$ cat config.mk
export PLATFORM = sky130hd
export DESIGN_NAME = preset_counter
export DESIGN_NICKNAME = d
export VERILOG_FILES = /design/src/preset_counter_pkg.sv /design/src/preset_counter.sv /design/src/pulse_edge.sv
export VERILOG_INCLUDE_DIRS = /design/src
export SDC_FILE = /design/constraint.sdc
export NUM_CORES = 1
export LEC_CHECK = 0
export BUFFER_PORTS_ARGS = -buffer_cell sky130_fd_sc_hd__buf_4
export CAP_MARGIN = 10
export CELL_PAD_IN_SITES_DETAIL_PLACEMENT = 0
export CELL_PAD_IN_SITES_GLOBAL_PLACEMENT = 2
export CORE_MARGIN = 3
export CORE_UTILIZATION = 30
export DETAILED_ROUTE_END_ITERATION = 8
export PLACE_DENSITY = 0.75
export SYNTH_ARGS = -nofsm -noshare
export SYNTH_HDL_FRONTEND = slang
export SYNTH_SLANG_ARGS = --single-unit
$ cat constraint.sdc
create_clock -name clk -period 13.93 [get_ports clk]
set_input_delay 0.6965 -clock clk [delete_from_list [all_inputs] [get_ports clk]]
set_output_delay 0.6965 -clock clk [all_outputs]
set_load 0.02 [all_outputs]
$ cat src/preset_counter_consts.svh
// Constants for the batch and dual preset counter.
// Assumes inclusion by bare name from the design files.
`ifndef PRESET_COUNTER_CONSTS_SVH
`define PRESET_COUNTER_CONSTS_SVH
`define PC_MAX6 24'd999999
`define PC_MAX4 24'd9999
`define PC_NEGMIN6 25'd99999
`define PC_NEGMIN4 25'd999
// APB register byte offsets
`define PC_OFS_CTRL 12'h000
`define PC_OFS_PRESET 12'h004
`define PC_OFS_BATCHSET 12'h008
`define PC_OFS_DUALSET 12'h00c
`define PC_OFS_PV 12'h010
`define PC_OFS_AUX 12'h014
`define PC_OFS_PVA 12'h018
`define PC_OFS_PVB 12'h01c
`define PC_OFS_DUAL 12'h020
`define PC_OFS_STATUS 12'h024
`define PC_OFS_CMD 12'h028
// Control field positions
`define PC_CTRL_CFG_LSB 0
`define PC_CTRL_SUB_BIT 3
`define PC_CTRL_FOUR_BIT 4
// Command bits (write one to act)
`define PC_CMD_RESETKEY_BIT 0
`define PC_CMD_POWERRESTORE_BIT 1
`endif

$ cat src/preset_counter_pkg.sv
// Types shared by the preset counter design.
// Assumes nothing beyond a SystemVerilog compiler.
package preset_counter_pkg;
  typedef enum logic [2:0] {
    CfgSingle,
    CfgTwoStage,
    CfgTotal,
    CfgBatch,
    CfgDual
  } config_t;
endpackage : preset_counter_pkg

$ cat src/preset_counter.sv
// Batch and dual preset counter with an APB register slave.
// Assumes synchronous inputs and a 10 MHz clock; one domain.
//
// Implementation choices: the address map and the APB interface to the registers.
`timescale 1ns/1ns
`include "preset_counter_consts.svh"
module preset_counter #(
  parameter int W = 24
) (
  // Clock and reset
  input wire logic clk,
  input wire logic rst,
  // Count and reset inputs
  input wire logic countInputA,
  input wire logic countInputB,
  input wire logic resetA,
  input wire logic resetB,
  // Output lines
  output logic outputLineA,
  output logic outputLineB,
  // APB slave
  input wire logic psel,
  input wire logic penable,
  input wire logic pwrite,
  input wire logic [11:0] paddr,
  input wire logic [31:0] pwdata,
  output logic [31:0] prdata,
  output logic pready,
  output logic pslverr
);
  logic riseA;
  logic riseB;
  logic [2:0] cfgBits_q;
  logic subMode_q;
  logic fourDigit_q;
  logic [W-1:0] preset_q;
  logic [W-1:0] batchSet_q;
  logic [W:0] dualSet_q;
  logic [W-1:0] pv_q;
  logic [W-1:0] aux_q;
  logic [W-1:0] pvA_q;
  logic [W-1:0] pvB_q;
  logic mainOut_q;
  logic batchOut_q;
  logic batchMem_q;
  logic overflow_q;
  logic [W-1:0] fullScale;
  logic [W:0] dualVal;
  logic [W:0] dualRaw;
  logic [W:0] negLimit;
  logic effA;
  logic effB;
  logic apbWr;
  logic keyPulse;
  logic restorePulse;
  logic complete;
  logic [W-1:0] batchNext;
  logic dualMatch;
  preset_counter_pkg::config_t cfg;
  pulse_edge edgeA (
    .clk(clk),
    .rst(rst),
    .level(countInputA),
    .rise(riseA)
  );
  pulse_edge edgeB (
    .clk(clk),
    .rst(rst),
    .level(countInputB),
    .rise(riseB)
  );
  function automatic logic [W-1:0] wrapInc(input logic [W-1:0] v,
                                           input logic [W-1:0] fs);
    wrapInc = (v >= fs) ? '0 : v + 1'b1;
  endfunction : wrapInc
  always_comb begin
    unique case (cfgBits_q)
      3'h1: cfg = preset_counter_pkg::CfgTwoStage;
      3'h2: cfg = preset_counter_pkg::CfgTotal;
      3'h3: cfg = preset_counter_pkg::CfgBatch;
      3'h4: cfg = preset_counter_pkg::CfgDual;
      default: cfg = preset_counter_pkg::CfgSingle;
    endcase
  end
  assign fullScale = fourDigit_q ? W'(`PC_MAX4) : W'(`PC_MAX6);
  assign negLimit = fourDigit_q ? (W+1)'(`PC_NEGMIN4) : (W+1)'(`PC_NEGMIN6);
  assign apbWr = psel & penable & pready & pwrite;
  assign keyPulse = apbWr && paddr == `PC_OFS_CMD
                    && pwdata[`PC_CMD_RESETKEY_BIT];
  assign restorePulse = apbWr && paddr == `PC_OFS_CMD
                        && pwdata[`PC_CMD_POWERRESTORE_BIT];
  // Count completion of the main preset counter
  assign complete = riseA && !resetA && !overflow_q
                    && (cfg != preset_counter_pkg::CfgDual)
                    && preset_q != '0 && pv_q + 1'b1 == preset_q;
  assign effA = (cfg == preset_counter_pkg::CfgDual) && resetA;
  assign effB = (cfg == preset_counter_pkg::CfgDual) && resetB;
  always_comb begin
    logic [W:0] a;
    logic [W:0] b;
    a = effA ? '0 : {1'b0, pvA_q};
    b = effB ? '0 : {1'b0, pvB_q};
    dualRaw = subMode_q ? a - b : a + b;
    dualVal = dualRaw;
    if (dualRaw[W] && subMode_q) begin
      if (-dualRaw > negLimit) begin
        dualVal = -negLimit;
      end
    end else if (dualRaw > {1'b0, fullScale}) begin
      dualVal = {1'b0, fullScale};
    end
  end
  assign dualMatch = dualVal == dualSet_q;
  assign batchNext = wrapInc(aux_q, fullScale);
  // Configuration registers
  always_ff @(posedge clk) begin
    if (rst) begin
      cfgBits_q <= 3'h0;
      subMode_q <= 1'b0;
      fourDigit_q <= 1'b0;
      preset_q <= '0;
      batchSet_q <= '0;
      dualSet_q <= '0;
    end else if (apbWr) begin
      unique case (paddr)
        `PC_OFS_CTRL: begin
          cfgBits_q <= pwdata[`PC_CTRL_CFG_LSB +: 3];
          subMode_q <= pwdata[`PC_CTRL_SUB_BIT];
          fourDigit_q <= pwdata[`PC_CTRL_FOUR_BIT];
        end
        `PC_OFS_PRESET: preset_q <= pwdata[W-1:0];
        `PC_OFS_BATCHSET: batchSet_q <= pwdata[W-1:0];
        `PC_OFS_DUALSET: dualSet_q <= pwdata[W:0];
        default: ;
      endcase
    end
  end
  // Main present value
  always_ff @(posedge clk) begin
    if (rst) begin
      pv_q <= '0;
    end else if (keyPulse || (resetA &&
                 cfg != preset_counter_pkg::CfgDual)) begin
      pv_q <= '0;
    end else if (complete) begin
      pv_q <= '0;
    end else if (riseA && !overflow_q &&
                 cfg != preset_counter_pkg::CfgDual) begin
      pv_q <= wrapInc(pv_q, fullScale);
    end
  end
  // Total or batch count
  always_ff @(posedge clk) begin
    if (rst) begin
      aux_q <= '0;
    end else if (keyPulse) begin
      aux_q <= '0;
    end else if (resetB && (cfg == preset_counter_pkg::CfgBatch ||
                 cfg == preset_counter_pkg::CfgTotal)) begin
      aux_q <= '0;
    end else if (cfg == preset_counter_pkg::CfgTotal && riseA &&
                 !resetA && !overflow_q) begin
      aux_q <= wrapInc(aux_q, fullScale);
    end else if (cfg == preset_counter_pkg::CfgBatch && complete) begin
      aux_q <= batchNext;
    end
  end
  always_ff @(posedge clk) begin
    if (rst) begin
      pvA_q <= '0;
      pvB_q <= '0;
      overflow_q <= 1'b0;
    end else if (keyPulse) begin
      pvA_q <= '0;
      pvB_q <= '0;
      overflow_q <= 1'b0;
    end else if (cfg == preset_counter_pkg::CfgDual) begin
      if (resetA) begin
        pvA_q <= '0;
      end else if (riseA && !overflow_q) begin
        if (pvA_q >= fullScale) begin
          overflow_q <= 1'b1;
        end else begin
          pvA_q <= pvA_q + 1'b1;
        end
      end
      if (resetB) begin
        pvB_q <= '0;
      end else if (riseB && !overflow_q) begin
        if (pvB_q >= fullScale) begin
          overflow_q <= 1'b1;
        end else begin
          pvB_q <= pvB_q + 1'b1;
        end
      end
    end
  end
  // Main output, self-holding; in dual mode it follows the match each cycle
  always_ff @(posedge clk) begin
    if (rst) begin
      mainOut_q <= 1'b0;
    end else if (keyPulse) begin
      mainOut_q <= 1'b0;
    end else if (cfg == preset_counter_pkg::CfgDual) begin
      mainOut_q <= dualMatch && !overflow_q;
    end else if (resetA) begin
      mainOut_q <= 1'b0;
    end else if (complete) begin
      mainOut_q <= 1'b1;
    end
  end
  // Batch output; memory has no reset so it outlives a power loss
  always_ff @(posedge clk) begin
    if (rst) begin
      batchOut_q <= 1'b0;
    end else if (keyPulse || (resetB &&
                 cfg == preset_counter_pkg::CfgBatch)) begin
      batchOut_q <= 1'b0;
      batchMem_q <= 1'b0;
    end else if (restorePulse && batchMem_q) begin
      batchOut_q <= 1'b1;
    end else if (cfg == preset_counter_pkg::CfgBatch &&
                 batchSet_q != '0 && aux_q >= batchSet_q) begin
      batchOut_q <= 1'b1;
      batchMem_q <= 1'b1;
    end
  end
  // Output lines
  always_ff @(posedge clk) begin
    if (rst) begin
      outputLineA <= 1'b0;
      outputLineB <= 1'b0;
    end else if (cfg == preset_counter_pkg::CfgBatch) begin
      outputLineA <= batchOut_q;
      outputLineB <= mainOut_q;
    end else begin
      outputLineA <= mainOut_q;
      outputLineB <= mainOut_q;
    end
  end
  // APB read data and zero-wait answer
  always_ff @(posedge clk) begin
    if (rst) begin
      prdata <= '0;
      pready <= 1'b0;
      pslverr <= 1'b0;
    end else begin
      pready <= psel & ~penable;
      pslverr <= 1'b0;
      if (psel && !penable && !pwrite) begin
        unique case (paddr)
          `PC_OFS_CTRL: prdata <= 32'({fourDigit_q, subMode_q,
                                       cfgBits_q});
          `PC_OFS_PRESET: prdata <= 32'(preset_q);
          `PC_OFS_BATCHSET: prdata <= 32'(batchSet_q);
          `PC_OFS_DUALSET: prdata <= 32'($signed(dualSet_q));
          `PC_OFS_PV: prdata <= 32'(pv_q);
          `PC_OFS_AUX: prdata <= 32'(aux_q);
          `PC_OFS_PVA: prdata <= overflow_q ? 32'hffffffff : 32'(pvA_q);
          `PC_OFS_PVB: prdata <= overflow_q ? 32'hffffffff : 32'(pvB_q);
          `PC_OFS_DUAL: prdata <= 32'($signed(dualVal));
          `PC_OFS_STATUS: prdata <= 32'({overflow_q, batchOut_q,
                                         mainOut_q});
          default: prdata <= 32'h00000000;
        endcase
      end
      if (psel && !penable && !pwrite && paddr > `PC_OFS_CMD) begin
        pslverr <= 1'b1;
      end
    end
  end
  // Dual mode lines never differ
  property p_dual_lines;
    @(posedge clk) disable iff (rst)
    (cfg == preset_counter_pkg::CfgDual) |=> ##1
      (outputLineA == outputLineB) || $past(cfg) !=
      preset_counter_pkg::CfgDual;
  endproperty
  a_dual_lines: assert property (p_dual_lines)
    else $error("dual lines differ");
  property p_batch_zero;
    @(posedge clk) disable iff (rst)
    (resetB && cfg == preset_counter_pkg::CfgBatch) |=> aux_q == '0;
  endproperty
  a_batch_zero: assert property (p_batch_zero)
    else $error("batch count not held zero");
  property p_batch_hold;
    @(posedge clk) disable iff (rst)
    (batchOut_q && !keyPulse && !resetB) |=> batchOut_q;
  endproperty
  a_batch_hold: assert property (p_batch_hold)
    else $error("batch output dropped");
  property p_batch_setzero;
    @(posedge clk) disable iff (rst)
    (batchSet_q == '0 && !batchOut_q && !restorePulse) |=> !batchOut_q;
  endproperty
  a_batch_setzero: assert property (p_batch_setzero)
    else $error("batch output with zero set");
  property p_overflow_stop;
    @(posedge clk) disable iff (rst)
    (overflow_q && !keyPulse && !resetA) |=> $stable(pvA_q);
  endproperty
  a_overflow_stop: assert property (p_overflow_stop)
    else $error("counting after overflow");
  property p_reset_a;
    @(posedge clk) disable iff (rst)
    (resetA && cfg != preset_counter_pkg::CfgDual) |=> pv_q == '0;
  endproperty
  a_reset_a: assert property (p_reset_a)
    else $error("present value not cleared");
  property p_dual_a;
    @(posedge clk) disable iff (rst)
    (resetA && !resetB && !keyPulse &&
     cfg == preset_counter_pkg::CfgDual) |=> $stable(pvB_q) || $past(riseB);
  endproperty
  a_dual_a: assert property (p_dual_a)
    else $error("reset A disturbed input B");
  property p_batch_wrap;
    @(posedge clk) disable iff (rst)
    (complete && cfg == preset_counter_pkg::CfgBatch && !resetB &&
     !keyPulse && aux_q == fullScale) |=> aux_q == '0;
  endproperty
  a_batch_wrap: assert property (p_batch_wrap)
    else $error("batch count did not wrap");
endmodule : preset_counter

$ cat src/pulse_edge.sv
// Rising-edge detector for one synchronous count input.
// Assumes the input is already synchronous to clk.
`timescale 1ns/1ns
module pulse_edge (
  // Clock and reset
  input wire logic clk,
  input wire logic rst,
  // Level in, pulse out
  input wire logic level,
  output logic rise
);
  logic prev_q;

  always_ff @(posedge clk) begin
    if (rst) begin
      prev_q <= 1'b0;
    end else begin
      prev_q <= level;
    end
  end

  assign rise = level & ~prev_q;
endmodule : pulse_edge

==> reports/metrics.csv <==
stage,metric,value,unit
synthesis,Post-Synth XOR/XNOR Area,0.0713,
cells_and_area,post-route insts no fill,2945,
synthesis,syn_area_per_cell,7.36,µm²
cells_and_area,"commonest non-fill, non-tap cell in the layout",nand2_1,
synthesis,sequential share of the synthesized area,0.254,
synthesis,Ys Warns,0,
cells_and_area,multi-input logic area,0.0114,mm²
timing,endpoints failing hold,0,
synthesis,Simple-Gate Fraction of Synth Area,0.284,
cells_and_area,FILL cells,5739,
status,run status,"finished, final reports clean",
drt,drt pass-1 iters,6,
synthesis,post-synthesis compound-gate area fraction,0.244,
critical_path,CP required,14.41,ns
synthesis,Post-synth EDFFs,1,
global_route,largest net degree at the start of global routing,71,
synthesis,Main synth FF type,dfxtp_1,
synthesis,Synth Area in Adders,0.0877,
timing,min Tclk post-route,8.76,ns
timing,Finish-stage setup viols,0,
clock_tree,cts-stage hold buffer count,0,
synthesis,cell count after synthesis,2242,
critical_path,reg2reg end,mainOut_q,
synthesis,main combinational cell family by area after synthesis,simple AND/OR/NAND/NOR gates,
critical_path,Reg2Reg Setup Slack,5.17,ns
clock_tree,CTS root buf,clkbuf_16,
pwr,pwr/cell area,77.2,mW/mm²
synthesis,syn_nets,2410,
die,Die Ht,240,µm
global_route,GR Overflow Total,0,
clock_tree,clk sinks,209,
die,io pins,89,
timing,Max Freq,0.114,GHz
pwr,Internal,1.10,mW
cells_and_area,register area,0.00420,mm²
cells_and_area,Final Util,0.343,
synthesis,"flops & latches, synth",209,
pwr,sw frac,0.231,
critical_path,CP startpoint,cfgBits_q[0],
timing,Worst Tran Pin Value,1.01,ns
drt,Avg WL per Cell,24.3,µm
timing,clk_skew,0.0156,ns
clock_tree,Worst-path clk slew,0.07,ns
critical_path,WS Path Type,reg2reg,
global_route,first-pass GRT wire length,107000,µm
global_route,vias in the first global route,16478,
hold_path,HP Class,in2reg,
die,core area,0.0541,mm²
flow_run,max cap viols,0,
clock_tree,H-tree depth,1,
critical_path,critical path data arrival time,9.25,ns
synthesis,Synth Cell Area,0.0165,mm²
synthesis,post-synthesis mux area share,0.00630,
critical_path,Slowest Stage Delay on Critical Path,0.79,ns
placed_design,IO buf count,81,
die,DIE WIDTH,240,µm
critical_path,CP Capture Type,flip-flop,
cells_and_area,Nets,2397,
placed_design,Area after DPL,0.0175,mm²
drt,via count,17275,
pwr,Clock Power Share,0.546,
drt,Detail Route Antenna Nets,0,
synthesis,library cells used by synthesis,100,
critical_path,Crit-path slowest cell,a222oi_1,
pwr,Seq pwr share,0.419,
critical_path,FF-to-FF Start,cfgBits_q[0],
die,die area,0.0578,mm²
placed_design,Inst Count DP,2895,
timing,Slew Limit Fails,0,
timing,TNS Setup,0,ns
synthesis,asr flop ratio synth,0,
critical_path,Worst Reg2Reg Path Length in Cells,31,
placed_design,post-DP HPWL,54200,µm
global_route,initial antenna violation count,0,
cells_and_area,layout cells sized above 1,0.0912,
die,Starting Density,0.305,
pwr,Leakage,7.58,nW
cells_and_area,most frequent cells in the layout,"320 x nand2_1, 212 x nor2_1, 207 x dfxtp_1, 202 x a21oi_1, 114 x ha_1",
clock_tree,CTS tree,built,
critical_path,Critical Path End,mainOut_q,
clock_tree,Skew-Pair Late Insertion Delay,0.56,ns
timing,Worst slew margin,0.323,
drt,vias per cell,5.87,
timing,RSZ-0062 raised after global routing,false,
global_route,Overall Global Routing Usage,0.242,
drt,DR iter-0 viols,1715,
clock_tree,TritonCTS Buffers,27,
placed_design,Final Wtd Congestion,0.909,
critical_path,Critical Path Source Type,flip-flop,
pwr,worst vdd ir,78.9,µV
drt,# DRC,0,
critical_path,worst-path maximum fanout,42,
clock_tree,Resized Gates After CTS,0,
clock_tree,Bufs on Longest Clock Path,3,
die,# rows,85,
clock_tree,Post-CTS Setup Bufs,0,
cells_and_area,design area,0.0185,mm²
pwr,combinational power share,0.034,
cells_and_area,n_diodes,0,
timing,worst hold slack,0.363,ns
cells_and_area,Layout area overhead,12.5,%
timing,period utilization,0.629,
drt,WL final,71600,µm
pwr,sw power,0.331,mW
synth_stat cells, types with 6 or more instances:
master | instances | area share
a22oi_1 | 43 | 0.020
a222oi_1 | 23 | 0.014
nor2_1 | 213 | 0.048
nor4_1 | 38 | 0.014
a22o_1 | 8 | 0.0042
o21a_1 | 16 | 0.0073
clkbuf_1 | 117 | 0.027
dfxtp_1 | 208 | 0.25
o211ai_1 | 17 | 0.0077
a41oi_1 | 8 | 0.0042
and2_1 | 48 | 0.018
nand2_1 | 320 | 0.073
or4_1 | 6 | 0.0027
o31ai_1 | 7 | 0.0032
a221oi_1 | 11 | 0.0058
o21ai_0 | 85 | 0.026
o22ai_1 | 7 | 0.0027
and3_1 | 37 | 0.014
buf_1 | 13 | 0.0030
a211oi_1 | 15 | 0.0068
nand2b_1 | 11 | 0.0042
nand3_1 | 79 | 0.024
xnor2_1 | 59 | 0.031
and4_1 | 13 | 0.0069
or2_2 | 9 | 0.0034
nor3_1 | 59 | 0.018
buf_4 | 8 | 0.0036
nor2b_1 | 14 | 0.0053
a31oi_1 | 20 | 0.0076
nand4_1 | 60 | 0.023
or3_1 | 23 | 0.0087
inv_1 | 56 | 0.013
o2111ai_1 | 10 | 0.0053
a21oi_1 | 202 | 0.061
a21o_1 | 42 | 0.019
mux2i_1 | 7 | 0.0042
ha_1 | 114 | 0.086
a31o_2 | 6 | 0.0032
xor2_1 | 69 | 0.037
a211o_1 | 12 | 0.0064
critical path, delay by kind of cell, from the launching register on:
| family | cells | cell delay [ns] |
|---|---|---|
| AOI/OAI and AO/OA | 12 | 3.98 |
| xor gates and xnor gates | 1 | 0.16 |
| adders and majority gates | 3 | 1.07 |
| buffers and inverters | 3 | 0.52 |
| DFF | 1 | 0.41 |
| and+or+nand+nor | 12 | 2.50 |
state kept, by name (all words and copies together), names as in the netlist, 3 cells and up:
signal,count
cfgBits_q,3
prdata,25
pvB_q,24
aux_q,24
pvA_q,24
batchSet_q,24
pv_q,24
dualSet_q,25
preset_q,24
worst min path at each step:
stage	start	endpoint	slack [ns]	cells after the start
floorplan	dualSet_q[23]	dualSet_q[23]	0.45	2
global placement	prdata[21]	prdata[21]	0.45	2
detailed placement	prdata[11]	prdata[11]	0.45	2
CTS	countInputB	edgeB.prev_q	0.33	2
global route	countInputB	edgeB.prev_q	0.35	2
finish	countInputB	edgeB.prev_q	0.36	2
through the flow:
step                setup slack [ns]  total power [mW]
floorplan                       6.28             0.636
global placement                5.27             0.663
detailed placement              5.27             0.663
CTS                             5.28              1.45
global route                    4.42              1.48
finish                          5.17              1.43
logic make-up after synthesis:
family,count (synthesis)
buffers and inverters,211
xor gates and xnor gates,131
adders and majority gates,115
and+or+nand+nor,967
DFF,209
muxes,10
AOI/OAI and AO/OA,599
layout make-up:
| cell class | count | share of cell area |
|---|---|---|
| multi-input cells | 1822 | 0.617 |
| flip-flops and latches | 209 | 0.226 |
| well taps | 696 | 0.0469 |
| repair buffers | 109 | 0.0452 |
| clock buffers | 34 | 0.0400 |
| clock inverters | 15 | 0.0127 |
| inverters | 60 | 0.0121 |
metal layers:
metal	GRT usage	routed length (µm)	vias up
met3	0.0354	4970	105
met1	0.333	31700	8336
met2	0.389	32300	677
met4	0.0780	2580	0
met5	0	0	-
li1	-	-	8157
power by group through the flow:
stage / combinational (mW) / sequential [mW] / clock [mW]
after floorplan: 0.0215 / 0.615 / 0
after CTS: 0.0494 / 0.601 / 0.800
after global placement: 0.0490 / 0.614 / 0
after detailed placement: 0.0492 / 0.614 / 0
after global routing: 0.0529 / 0.601 / 0.823
final: 0.0492 / 0.601 / 0.783
(Power assumes the default switching activity.)
